==> src/can_quirks_pkg.sv <==
/*
  Package for the CAN message-box quirk block: register offsets, field
  positions, reset values, timing constants and the carrier structs.
  Assumes a single 125 MHz system clock and an 8-bit register map reached
  over Avalon-MM, one register per aligned 32-bit word.
*/
// Notes on behaviour
// - While box 15 is valid, writes to its arbitration and data bytes land but reads give junk.
// - While box 15 is not valid, reads of its arbitration and data bytes return what was written.
// - A CAN event on a box with its enables set raises interrupt pending and the interrupt line.
// - A host write that sets interrupt pending by itself raises no interrupt.
// - A valid receive box with control one all reset that matches a remote frame raises receive-OK.
// - In that remote match case a receive interrupt is raised when the receive enable is set.
// - In that remote match case the device also sends its own remote frame besides acknowledging.
// - With the sample-mode bit set, the acknowledge bit goes out one time quantum late.
// - A chip select near the oscillator edge may lose the acknowledge strobe, never the data.
// - Chip select is captured on the rising edge for divide-by-one, falling for divide-by-two.
package can_quirks_pkg;

  // Register indices; the byte address is four times the index
  localparam logic [7:0] CPU_CLOCK_DIVIDER_CONFIG_IDX = 8'h02;
  localparam logic [7:0] BIT_TIMING_ONE_IDX           = 8'h4F;
  localparam logic [7:0] BOX15_CONTROL_ZERO_IDX       = 8'hF0;
  localparam logic [7:0] BOX15_CONTROL_ONE_IDX        = 8'hF1;
  localparam logic [7:0] BOX15_ARBITRATION_0_IDX      = 8'hF2;
  localparam logic [7:0] BOX15_ARBITRATION_3_IDX      = 8'hF5;
  localparam logic [7:0] BOX15_CONFIG_IDX             = 8'hF6;
  localparam logic [7:0] BOX15_DATA_0_IDX             = 8'hF7;
  localparam logic [7:0] BOX15_DATA_7_IDX             = 8'hFE;
  localparam logic [7:0] EVENT_STATUS_IDX             = 8'hE0;
  localparam logic [7:0] EVENT_MASK_IDX               = 8'hE1;

  // Field positions
  localparam int OBJECT_VALID_HI          = 7;
  localparam int OBJECT_VALID_LO          = 6;
  localparam int INTERRUPT_PENDING_HI     = 1;
  localparam int INTERRUPT_PENDING_LO     = 0;
  localparam int RECEIVE_INT_ENABLE_HI    = 3;
  localparam int RECEIVE_INT_ENABLE_LO    = 2;
  localparam int SAMPLE_MODE_SELECT_BIT   = 7;
  localparam int DIRECTION_BIT            = 3;
  localparam int DIVIDE_SELECT_BIT        = 6;

  // Two-bit field codes
  localparam logic [1:0] FIELD_RESET = 2'h1;
  localparam logic [1:0] FIELD_SET   = 2'h2;

  // Reset values
  localparam logic [7:0] CONTROL_ZERO_RESET = 8'h55;
  localparam logic [7:0] CONTROL_ONE_RESET  = 8'h55;
  localparam logic [7:0] BYTE_RESET         = 8'h00;
  localparam logic [7:0] UNDEFINED_READ     = 8'hA5;

  // Event status bits
  localparam int EV_BOX_INTERRUPT = 0;
  localparam int EV_RECEIVE_OK    = 1;
  localparam int EV_REMOTE_SENT   = 2;
  localparam int EV_ACK_LOST      = 3;
  localparam int EV_BITS          = 4;

  // Timing: one time quantum in ns and its cycle count at 125 MHz
  localparam int CLK_PERIOD_NS     = 8;
  localparam int TIME_QUANTUM_NS   = 80;
  localparam int QUANTUM_CYCLES    = (TIME_QUANTUM_NS + CLK_PERIOD_NS - 1) / CLK_PERIOD_NS;

  // Event from the CAN protocol engine
  typedef struct packed {
    logic       msg_event;     // Message stored or sent on box 15
    logic       remote_frame;  // Remote frame seen
    logic       id_match;      // Identifier matched box 15
    logic [3:0] length_code;   // Received length code
  } can_event_t;

  // Avalon-MM request
  typedef struct packed {
    logic        read;
    logic        write;
    logic [9:0]  address;
    logic [31:0] writedata;
  } avalon_req_t;

endpackage

==> src/can_message_box_quirks.sv <==
/*
  CAN message-box quirk block: box 15 registers, its interrupt pending
  logic, remote-frame reply, acknowledge timing in majority-sample mode and
  the oscillator-edge chip-select capture with its acknowledge strobe.
  Assumes a CAN protocol engine on the same clock that reports events and
  honours the requests driven here, and an Avalon-MM master for software.
*/
`timescale 1ns/1ps
module can_message_box_quirks
  import can_quirks_pkg::*;
(
  // Clock and reset
  input  wire logic        sys_clk_in,
  input  wire logic        reset_in,
  // Avalon-MM slave
  input  wire logic [9:0]  avs_address_in,
  input  wire logic        avs_read_in,
  input  wire logic        avs_write_in,
  input  wire logic [31:0] avs_writedata_in,
  output logic      [31:0] avs_readdata_out,
  output logic             avs_waitrequest_out,
  // CAN engine side
  input  wire logic        can_event_in,
  input  wire logic        can_remote_in,
  input  wire logic        can_match_in,
  input  wire logic [3:0]  can_length_in,
  input  wire logic        can_ack_slot_in,
  output logic             remote_tx_request_out,
  output logic             ack_drive_out,
  // Legacy processor pins
  input  wire logic        oscillator_input,
  input  wire logic        chip_select_n_in,
  output logic             bus_acknowledge_strobe_n_out,
  // Interrupt
  output logic             irq_out
);

  typedef enum logic [1:0] {ACK_IDLE = 2'b00, ACK_WAIT = 2'b01, ACK_DRIVE = 2'b11} ack_state_t;

  typedef struct packed {
    logic [7:0]      clk_div;
    logic [7:0]      timing_one;
    logic [7:0]      control_zero;
    logic [7:0]      control_one;
    logic [7:0]      config_byte;
    logic [11:0][7:0] box_bytes;
    logic [EV_BITS-1:0] ev_status;
    logic [EV_BITS-1:0] ev_mask;
    logic [31:0]     rdata;
    logic            waitreq;
    logic            irq;
    logic            remote_tx;
    ack_state_t      ack_state;
    logic [3:0]      ack_count;
    logic            ack_drive;
    logic [2:0]      osc_sync;
    logic [2:0]      cs_sync;
    logic            osc_prev;
    logic            cs_seen;
    logic            strobe_n;
  } state_t;

  state_t st_reg;
  state_t st_next;

  can_event_t ev;
  avalon_req_t req;
  logic [7:0] idx;
  logic       box_valid;
  logic       box_byte_sel;
  logic [3:0] byte_pos;
  logic       remote_case;
  logic       osc_rise;
  logic       osc_fall;
  logic       capture_edge;
  logic [7:0] wbyte;

  assign ev  = '{msg_event: can_event_in, remote_frame: can_remote_in,
                 id_match: can_match_in, length_code: can_length_in};
  assign req = '{read: avs_read_in, write: avs_write_in,
                 address: avs_address_in, writedata: avs_writedata_in};
  assign idx   = req.address[9:2];
  assign wbyte = req.writedata[7:0];
  assign box_valid = (st_reg.control_zero[OBJECT_VALID_HI:OBJECT_VALID_LO] == FIELD_SET);
  assign box_byte_sel = ((idx >= BOX15_ARBITRATION_0_IDX) && (idx <= BOX15_ARBITRATION_3_IDX))
                     || ((idx >= BOX15_DATA_0_IDX) && (idx <= BOX15_DATA_7_IDX));
  assign byte_pos = (idx <= BOX15_ARBITRATION_3_IDX)
                  ? 4'(idx - BOX15_ARBITRATION_0_IDX)
                  : 4'(idx - BOX15_DATA_0_IDX + 8'h04);
  // Stable stages two and three agree before an edge counts
  assign osc_rise = (st_reg.osc_sync[2:1] == 2'b11) && !st_reg.osc_prev;
  assign osc_fall = (st_reg.osc_sync[2:1] == 2'b00) && st_reg.osc_prev;
  assign capture_edge = st_reg.clk_div[DIVIDE_SELECT_BIT] ? osc_fall : osc_rise;
  assign remote_case = ev.msg_event && ev.remote_frame && ev.id_match && box_valid
                    && !st_reg.config_byte[DIRECTION_BIT]
                    && (st_reg.config_byte[7:4] == ev.length_code)
                    && (st_reg.control_one == CONTROL_ONE_RESET);

  // Next-state logic for the whole block
  always_comb
  begin
    st_next = st_reg;
    st_next.remote_tx = 1'b0;
    st_next.osc_sync = {st_reg.osc_sync[1:0], oscillator_input};
    st_next.cs_sync  = {st_reg.cs_sync[1:0], chip_select_n_in};
    if (st_reg.osc_sync[2] == st_reg.osc_sync[1])
    begin
      st_next.osc_prev = st_reg.osc_sync[2];
    end

    // One-cycle answer: waitrequest drops one cycle after the request rises
    st_next.waitreq = 1'b1;
    if ((req.read || req.write) && st_reg.waitreq)
    begin
      st_next.waitreq = 1'b0;
      st_next.rdata = 32'h0000_0000;
      if (req.read)
      begin
        if (box_byte_sel)
        begin
          st_next.rdata[7:0] = box_valid ? UNDEFINED_READ : st_reg.box_bytes[byte_pos];
        end
        else
        begin
          unique case (idx)
            CPU_CLOCK_DIVIDER_CONFIG_IDX: st_next.rdata[7:0] = st_reg.clk_div;
            BIT_TIMING_ONE_IDX:           st_next.rdata[7:0] = st_reg.timing_one;
            BOX15_CONTROL_ZERO_IDX:       st_next.rdata[7:0] = st_reg.control_zero;
            BOX15_CONTROL_ONE_IDX:        st_next.rdata[7:0] = st_reg.control_one;
            BOX15_CONFIG_IDX:             st_next.rdata[7:0] = st_reg.config_byte;
            EVENT_STATUS_IDX:             st_next.rdata[EV_BITS-1:0] = st_reg.ev_status;
            EVENT_MASK_IDX:               st_next.rdata[EV_BITS-1:0] = st_reg.ev_mask;
            default:                      st_next.rdata = 32'h0000_0000;
          endcase
        end
      end
    end
    else if (!(req.read || req.write))
    begin
      st_next.rdata = 32'h0000_0000;
    end

    // Writes take effect at the edge where waitrequest is sampled low
    if (req.write && !st_reg.waitreq)
    begin
      if (box_byte_sel)
      begin
        st_next.box_bytes[byte_pos] = wbyte;
      end
      else
      begin
        unique case (idx)
          CPU_CLOCK_DIVIDER_CONFIG_IDX: st_next.clk_div = wbyte;
          BIT_TIMING_ONE_IDX:           st_next.timing_one = wbyte;
          // host write only stores the field
          BOX15_CONTROL_ZERO_IDX:       st_next.control_zero = wbyte;
          BOX15_CONTROL_ONE_IDX:        st_next.control_one = wbyte;
          BOX15_CONFIG_IDX:             st_next.config_byte = wbyte;
          EVENT_STATUS_IDX:
            st_next.ev_status = st_reg.ev_status & ~req.writedata[EV_BITS-1:0];
          EVENT_MASK_IDX:               st_next.ev_mask = req.writedata[EV_BITS-1:0];
          default:                      st_next.ev_mask = st_reg.ev_mask;
        endcase
      end
    end

    // CAN event sets pending and flags the interrupt; set wins over clear
    if (ev.msg_event && box_valid
        && (st_reg.control_zero[RECEIVE_INT_ENABLE_HI:RECEIVE_INT_ENABLE_LO] == FIELD_SET))
    begin
      st_next.control_zero[INTERRUPT_PENDING_HI:INTERRUPT_PENDING_LO] = FIELD_SET;
      st_next.ev_status[EV_BOX_INTERRUPT] = 1'b1;
    end
    if (remote_case)
    begin
      st_next.ev_status[EV_RECEIVE_OK] = 1'b1;
      st_next.remote_tx = 1'b1;
      st_next.ev_status[EV_REMOTE_SENT] = 1'b1;
    end

    // acknowledge one quantum late in majority mode
    unique case (st_reg.ack_state)
      ACK_IDLE:
      begin
        st_next.ack_drive = 1'b0;
        if (can_ack_slot_in)
        begin
          if (st_reg.timing_one[SAMPLE_MODE_SELECT_BIT])
          begin
            st_next.ack_state = ACK_WAIT;
            st_next.ack_count = 4'(QUANTUM_CYCLES - 1);
          end
          else
          begin
            st_next.ack_state = ACK_DRIVE;
            st_next.ack_drive = 1'b1;
          end
        end
      end
      ACK_WAIT:
      begin
        if (st_reg.ack_count == 4'h0)
        begin
          st_next.ack_state = ACK_DRIVE;
          st_next.ack_drive = 1'b1;
        end
        else
        begin
          st_next.ack_count = st_reg.ack_count - 4'h1;
        end
      end
      ACK_DRIVE:
      begin
        if (!can_ack_slot_in)
        begin
          st_next.ack_state = ACK_IDLE;
          st_next.ack_drive = 1'b0;
        end
      end
      default:
      begin
        st_next.ack_state = ACK_IDLE;
        st_next.ack_drive = 1'b0;
      end
    endcase

    // strobe only when chip select was stable across the capture edge
    if (st_reg.cs_sync[2] != st_reg.cs_sync[1])
    begin
      st_next.cs_seen = 1'b0;
      st_next.strobe_n = 1'b1;
      if (st_reg.cs_sync[1] == 1'b1)
      begin
        // Built on the next value so a lost strobe wins over a same-cycle clear
        st_next.ev_status[EV_ACK_LOST] = st_next.ev_status[EV_ACK_LOST] | !st_reg.cs_seen;
      end
    end
    else if (!st_reg.cs_sync[2] && capture_edge)
    begin
      st_next.cs_seen = 1'b1;
      st_next.strobe_n = 1'b0;
    end

    st_next.irq = |(st_next.ev_status & st_next.ev_mask);
  end

  // State register
  always_ff @(posedge sys_clk_in)
  begin
    if (reset_in)
    begin
      st_reg <= '0;
      st_reg.control_zero <= CONTROL_ZERO_RESET;
      st_reg.control_one  <= CONTROL_ONE_RESET;
      st_reg.waitreq      <= 1'b1;
      st_reg.strobe_n     <= 1'b1;
      st_reg.cs_sync      <= 3'b111;
      st_reg.ack_state    <= ACK_IDLE;
    end
    else
    begin
      st_reg <= st_next;
    end
  end

  // Outputs straight from the state flops
  assign avs_readdata_out             = st_reg.rdata;
  assign avs_waitrequest_out          = st_reg.waitreq;
  assign remote_tx_request_out        = st_reg.remote_tx;
  assign ack_drive_out                = st_reg.ack_drive;
  assign bus_acknowledge_strobe_n_out = st_reg.strobe_n;
  assign irq_out                      = st_reg.irq;

  // Checks
  property p_valid_read_junk;
    @(posedge sys_clk_in) disable iff (reset_in)
    (req.read && st_reg.waitreq && box_byte_sel && box_valid)
      |=> (avs_readdata_out[7:0] == UNDEFINED_READ);
  endproperty
  a_valid_read_junk: assert property (p_valid_read_junk) else $error("junk read missing");

  property p_readback;
    @(posedge sys_clk_in) disable iff (reset_in)
    (req.read && st_reg.waitreq && box_byte_sel && !box_valid)
      |=> (avs_readdata_out[7:0] == $past(st_reg.box_bytes[byte_pos]));
  endproperty
  a_readback: assert property (p_readback) else $error("readback mismatch");

  property p_event_irq;
    @(posedge sys_clk_in) disable iff (reset_in)
    (ev.msg_event && box_valid && st_reg.ev_mask[EV_BOX_INTERRUPT]
     && st_reg.control_zero[RECEIVE_INT_ENABLE_HI:RECEIVE_INT_ENABLE_LO] == FIELD_SET) |=> irq_out;
  endproperty
  a_event_irq: assert property (p_event_irq) else $error("event did not raise interrupt");

  property p_host_set_quiet;
    @(posedge sys_clk_in) disable iff (reset_in)
    (req.write && !st_reg.waitreq && idx == BOX15_CONTROL_ZERO_IDX && !ev.msg_event && !irq_out
     && !remote_case && st_reg.cs_sync[2] == st_reg.cs_sync[1]) |=> !irq_out;
  endproperty
  a_host_set_quiet: assert property (p_host_set_quiet) else $error("host set raised irq");

  property p_receive_ok;
    @(posedge sys_clk_in) disable iff (reset_in)
    remote_case |=> st_reg.ev_status[EV_RECEIVE_OK];
  endproperty
  a_receive_ok: assert property (p_receive_ok) else $error("receive ok not flagged");

  property p_remote_tx;
    @(posedge sys_clk_in) disable iff (reset_in)
    remote_case |=> remote_tx_request_out ##1 !remote_tx_request_out [*1];
  endproperty
  a_remote_tx: assert property (p_remote_tx) else $error("remote reply missing");

  property p_ack_late;
    @(posedge sys_clk_in) disable iff (reset_in)
    (st_reg.ack_state == ACK_IDLE && can_ack_slot_in && st_reg.timing_one[SAMPLE_MODE_SELECT_BIT])
      |=> !ack_drive_out [*8] ##1 !ack_drive_out [*2] ##1 ack_drive_out;
  endproperty
  a_ack_late: assert property (p_ack_late) else $error("ack not one quantum late");

  property p_ack_prompt;
    @(posedge sys_clk_in) disable iff (reset_in)
    (st_reg.ack_state == ACK_IDLE && can_ack_slot_in && !st_reg.timing_one[SAMPLE_MODE_SELECT_BIT])
      |=> ack_drive_out;
  endproperty
  a_ack_prompt: assert property (p_ack_prompt) else $error("single sample ack late");

  property p_strobe_edge;
    @(posedge sys_clk_in) disable iff (reset_in)
    $fell(bus_acknowledge_strobe_n_out) |-> $past(capture_edge) && !$past(st_reg.cs_sync[2]);
  endproperty
  a_strobe_edge: assert property (p_strobe_edge) else $error("strobe off capture edge");

endmodule

==> config.mk <==
export PLATFORM = sky130hd
export DESIGN_NAME = can_message_box_quirks
export DESIGN_NICKNAME = d
export VERILOG_FILES = /design/src/can_quirks_pkg.sv /design/src/can_message_box_quirks.sv
export SDC_FILE = /design/constraint.sdc
export NUM_CORES = 1
export LEC_CHECK = 0
export BUFFER_PORTS_ARGS = -buffer_cell sky130_fd_sc_hd__buf_2
export CAP_MARGIN = 20
export CORE_ASPECT_RATIO = 1.1
export CORE_MARGIN = 3
export CORE_UTILIZATION = 56
export CTS_BUF_LIST = sky130_fd_sc_hd__clkbuf_4
export DETAILED_ROUTE_END_ITERATION = 10
export GPL_TIMING_DRIVEN = 0
export PLACE_DENSITY = 0.77
export SKIP_CTS_REPAIR_TIMING = 1
export SYNTH_ARGS = -nofsm -noshare
export SYNTH_HDL_FRONTEND = slang
export SYNTH_SLANG_ARGS = --single-unit
==> constraint.sdc <==
create_clock -name sys_clk_in -period 2.22 [get_ports sys_clk_in]
set_clock_uncertainty 0.05 [all_clocks]
set_input_delay 0 -clock sys_clk_in [delete_from_list [all_inputs] [get_ports sys_clk_in]]
set_output_delay 0 -clock sys_clk_in [all_outputs]
set_load 0.01 [all_outputs]
==> flow_summary.yaml, run 1 <==
run_status:
  outcome: "finished, violations left"
  violations: "negative hold slack"
placed_design:
  hpwlAfterDp_um: 18500
  place_congestion: 0.932
  place_area_um2: 9720
  portBuffers: 32
floorplan:
  initial_core_util_pct: 57.9
  die_area_um2: 18000
  die_h_um: 140
  coreArea_um2: 15900
  die_w_um: 128
  io-pin-count: 93
  rows: 48
cells_and_area:
  multi_input_area_um2: 5340
  final_area_um2: 10400
  nFillCells: 1312
  nets: 1087
  seq_area_um2: 3420
  drive_above_1_share_pct: 21.3
  area_delta_synth_final_pct: 12.9
  fin_util_pct: 65.3
routing:
  dr_total_vias: 7702
  drt_pass1_iterations: 9
  drtAntennaViolNets: 0
  remaining_drc_errors: 0
  drt_wl_total_um: 26400
  drt-wirelength-per-cell_um: 21.4
  drtIter0Drc: 878
  via_per_inst: 6.25
worst_setup_path:
  rrSetupSlack_ns: 0.06
  reg2reg_from: "avs_waitrequest_out"
  reg2reg_depth: 7
  path_max_fanout: 10
  required_ns: 2.65
  start_kind: "flip-flop"
  worstPathArrival_ns: 2.59
  crit_type: "reg -> reg"
  worstSetupEndpointType: "flip-flop"
sta:
  final_max_slew_viol_count: 0
  hold_ws_ns: -0.0439
  fmax_mhz: 462
  slew_headroom_pct: 27.6
  finalSetupViolCount: 0
  setup-tns-final_ns: 0
  period_minus_slack_ns: 2.16
  hold_viol: 1
  tightestPinTransition_ns: 1.08
  final.period_utilization_pct: 97.5
global_route:
  grt_pass1_vias: 7071
  grt.met3_usage_pct: 6.22
  grt_pass1_wl_um: 40400
  grt-ovfl-total: 0
  grt_max_degree: 18
  grt_usage_pct: 29.2
  grt-busiest-layer: "met2"
  met1_usage_pct: 39.6
  grt_antenna_before_repair: 1
  use_met2_pct: 45.0
synth:
  syn_inst: 917
  synth_top_area_share_pct: 37.2
  synth.avg_cell_area_um2: 10.0
  synth_top_cell_by_area: "dfxtp_1"
  yosys_most_used_dff: "dfxtp_1"
  ys_ff_latch: 171
  synth_cell_types: 80
  yosysWarningCount: 0
  yosysMostFrequentCell: "dfxtp_1"
  synth_commonest_cells: "dfxtp_1, nor2_1, mux2i_1, clkbuf_1, mux4_2"
  synth_edf_count: 0
  synthArstFlopShare_pct: 0
  synthesis.area_um2: 9210
  yosysSeqAreaShare_pct: 37.2
  synth.area.top_cells: "dfxtp_1, mux2i_1, mux4_2"
clocking:
  clock_path_buffers: 2
  clkTransAtPathRegs_ns: 0.15
  worstSkewPairLatency_ns: 0.61
  cts-root-buf: "clkbuf_4"
  cts_tree: "built"
  numCtsBuffers: 17
  cts.sinks: 171
  cts_max_level: 4
hold_path:
  hp-start: "avs_address_in[9]"
  min_to: "avs_readdata_out[3]"
  hold_depth: 5
  hold_class: "in -> reg"
flow_run:
  maxCapViolCount: 0
pwr:
  ir_drop_mv: 0.365
  leakagePower_nw: 4.61
  power_density_nw_per_um2: 551
  power_w: 0.00572
## area by class of cell
cell class | instances | share of cell area, %
Buffer | 103 | 5.58
Sequential cell | 171 | 32.9
Multi-Input combinational cell | 651 | 51.3
Clock inverter | 15 | 1.53
Timing Repair Buffer | 63 | 4.48
Antenna cell | 1 | 0.0241
Clock buffer | 17 | 1.23
Tap cell | 200 | 2.41
Inverter | 12 | 0.469
## how the worst max path moves through the flow
| stage | startpoint | endpoint | slack, ns |
|---|---|---|---|
| finish | avs_waitrequest_out | flip-flop | 0.06 |
| global route | avs_address_in[3] | flip-flop | -0.06 |
| CTS | avs_address_in[2] | avs_readdata_out[4] | -0.50 |
| detailed placement | avs_address_in[2] | avs_readdata_out[4] | -1.15 |
| global placement | avs_address_in[2] | avs_readdata_out[4] | -1.07 |
| floorplan | avs_address_in[2] | flip-flop | 0.002 |
## through the flow
| stage | std cells | worst slack (ns) | hold WS [ns] |
|---|---|---|---|
| final | 1233 | 0.0559 | -0.0439 |
| after floorplan | 940 | 0.00212 | 0.0538 |
| after CTS | 1205 | -0.496 | -0.504 |
| after global placement | 1172 | -1.07 | 0.133 |
| after detailed placement | 1173 | -1.15 | 0.137 |
| after global routing | 1233 | -0.0580 | -0.00327 |
## layer usage
| metal | wire length (um) | share of wire (%) | up-vias |
|---|---|---|---|
| li1 | - | - | 3475 |
| met5 | 0 | 0 | - |
| met4 | 1060 | 4.0 | 0 |
| met2 | 12000 | 45 | 449 |
| met1 | 10800 | 41 | 3699 |
| met3 | 2530 | 9.6 | 79 |
## logic make-up after synthesis
group	count (synthesis)	share of synthesized area (%)
and+or+nand+nor	301	17.3
muxes	182	25.8
DFF	171	37.2
AOI/OAI and AO/OA	124	10.6
buffers and inverters	118	6.75
adders and majority gates	12	1.63
xor gates and xnor gates	8	0.761
other	1	0.0407
## power breakdown
part           switching, W  internal (W)
registers         0.0000183       0.00309
logic              0.000512      0.000260
clock network       0.00124      0.000601
## cells in the final DEF, fill, tap and decap left out, types with 11 or more instances in the layout
cell	instances
dfxtp_1	171
nor2_1	156
mux2i_1	137
buf_2	47
clkbuf_1	45
mux4_2	44
buf_4	42
nand2_1	41
conb_1	24
a22oi_1	21
dlygate4sd3_1	20
nand3_1	17
clkbuf_4	17
nor3_1	16
a21oi_1	13
nand4_4	12
ha_1	11
## worst max-delay path, stage by stage (launching register included)
cell and delay (ns):
dfxtp_1 0.42, nor2b_4 0.22, nand2_2 0.15, a211oi_4 0.28, buf_6 0.25, nand4_4 0.32, mux2i_2 0.28, nor2_1 0.06
Power figures use the tool's default switching activity.
==> run 2, diff against run 1 <==
==> constraint.sdc (replaced) <==
create_clock -name sys_clk_in -period 1.82 [get_ports sys_clk_in]
set_clock_uncertainty 0.05 [all_clocks]
set_input_delay 0 -clock sys_clk_in [delete_from_list [all_inputs] [get_ports sys_clk_in]]
set_output_delay 0 -clock sys_clk_in [all_outputs]
set_load 0.01 [all_outputs]
==> run 2 against run 1 <==
- the run ends with negative hold slack, negative setup slack left
- final area is 4.6% higher
- clock-buffer cell count is 1 higher
- sequential share of layout area is 1.4 points lower
- via count is 3.8% higher
- critical path depth is 1 higher
- die area stayed put
- final cell count is 1.5% higher
- largest cell class unchanged
==> flow_summary.yaml, run 2 (synthesis gave the netlist of run 1 again) <==
routing:
  drtIter0Drc: 1086
  drt-wirelength-per-cell_um: 22.0
  drt_wl_total_um: 27500
  drt_pass1_iterations: 8
  drtAntennaViolNets: 0
  remaining_drc_errors: 0
  via_per_inst: 6.39
  dr_total_vias: 7994
global_route:
  grt-ovfl-total: 0
  grt_pass1_vias: 7089
  grt_pass1_wl_um: 39600
  grt_antenna_before_repair: 1
  grt_usage_pct: 28.4
  grt_max_degree: 17
hold_path:
  hp-start: "avs_address_in[9]"
  hold_class: "in -> reg"
  hold_depth: 5
  min_to: "avs_readdata_out[3]"
run_status:
  violations: "negative hold slack, negative setup slack"
  outcome: "finished, violations left"
cells_and_area:
  area_delta_synth_final_pct: 18.1
  fin_util_pct: 68.3
  nets: 1104
  layout_commonest_cell: "dfxtp_1"
  fin_cells: 1251
  nFillCells: 1200
  final_cell_mix: "dfxtp_1, nor2_1, mux2i_1"
  seq_area_um2: 3430
  drive_above_1_share_pct: 25.3
  multi_input_area_um2: 5580
floorplan:
  coreArea_um2: 15900
  io-pin-count: 93
  rows: 48
  die_w_um: 128
  die_h_um: 140
  initial_core_util_pct: 57.9
  die_area_um2: 18000
clocking:
  cts_tree: "built"
  cts_max_level: 4
  clkTransAtPathRegs_ns: 0.15
  cts-root-buf: "clkbuf_4"
  clock_path_buffers: 2
  cts.sinks: 171
  worstSkewPairLatency_ns: 0.61
  numCtsBuffers: 17
worst_setup_path:
  path_max_fanout: 8
  worstSetupEndpointType: "flip-flop"
  required_ns: 2.24
  worstPathArrival_ns: 2.46
  reg2reg_from: "avs_waitrequest_out"
  start_kind: "flip-flop"
  reg2reg_depth: 8
  rrSetupSlack_ns: -0.21
  crit_type: "reg -> reg"
sta:
  rsz0062_at_grt: "true"
  tightestPinTransition_ns: 0.825
  finalSetupViolCount: 104
  hold_ws_ns: -0.00340
  worst_slack_ns: -0.214
  final.period_utilization_pct: 112
  slew_headroom_pct: 44.8
  period_minus_slack_ns: 2.03
  setup-tns-final_ns: -14.24
  final_max_slew_viol_count: 0
  fmax_mhz: 492
  hold_viol: 1
pwr:
  switchingPower_w: 0.00210
  power_w: 0.00708
  leakagePower_nw: 4.76
  ir_drop_mv: 0.469
  intPower_w: 0.00499
  switching_share_pct: 29.6
  power_density_nw_per_um2: 652
  p_comb_share_pct: 14.8
  pwr-share-seq_pct: 53.5
  p_clk_share_pct: 31.7
placed_design:
  hpwlAfterDp_um: 18400
  place_congestion: 0.937
  portBuffers: 32
  place_inst: 1173
flow_run:
  maxCapViolCount: 0
## run 2: cell types whose count changed in the layout (fill, tap and decap cells not counted), moves of 5 or more
cell      before  now
buf_4         42   56
nor3_1        16    9
clkbuf_1      45   40
nor3_4         1    6
inv_6          6    1
clkbuf_4      17   22
buf_2         47   40
## run 2: power by group through the flow
stage          Combinational [W]  Clock [W]  Sequential [W]
2_1_floorplan           0.000598          0         0.00387
3_3_place_gp            0.000845          0         0.00387
3_5_place_dp            0.000852          0         0.00387
4_1_cts                 0.000855    0.00222         0.00379
5_1_grt                  0.00110    0.00240         0.00380
6_report                 0.00105    0.00224         0.00379
## run 2: worst max-delay path, cell delays in order, from the launching register on
cell	delay [ns]
dfxtp_4	0.40
nor2b_4	0.19
nand2_4	0.10
a211oi_4	0.28
buf_6	0.17
buf_12	0.13
nand4_4	0.24
mux2i_1	0.28
nor2_1	0.07
## run 2: area by class of cell
class,count,area share [%]
diodes,2,0.0460
plain buffers,102,5.72
clock buffers,18,1.24
clock inverters,14,1.35
inverters,12,0.460
multi-input cells,651,51.3
flip-flops and latches,171,31.5
well taps,200,2.30
repair buffers,81,6.02
## run 2: worst max path at each step
stage	start	end	depth (start not counted)
after CTS	avs_address_in[3]	avs_readdata_out[3]	11
after global placement	avs_address_in[2]	avs_readdata_out[4]	11
final	avs_waitrequest_out	flip-flop	8
after global routing	avs_waitrequest_out	flip-flop	8
after detailed placement	avs_address_in[2]	avs_readdata_out[4]	11
after floorplan	avs_address_in[3]	flip-flop	11
## run 2: per-stage QoR
| step | hold slack, ns | setup slack [ns] | cell area (um2) |
|---|---|---|---|
| finish | -0.00340 | -0.214 | 10900 |
| global route | 0.0137 | -0.255 | 10900 |
| CTS | -0.486 | -0.643 | 10000 |
| detailed placement | 0.137 | -1.26 | 9760 |
| global placement | 0.133 | -1.26 | 9760 |
| floorplan | 0.0538 | -0.375 | 9350 |
## run 2: layer usage
layer,vias to the layer above,wire (um),GRT usage (%),share of wire (%)
met4,0,1130,9.78,4.1
met2,541,12800,45.1,47
met5,-,0,0,0
met1,3818,10700,39.2,39
li1,3520,-,-,-
met3,115,2900,4.73,11
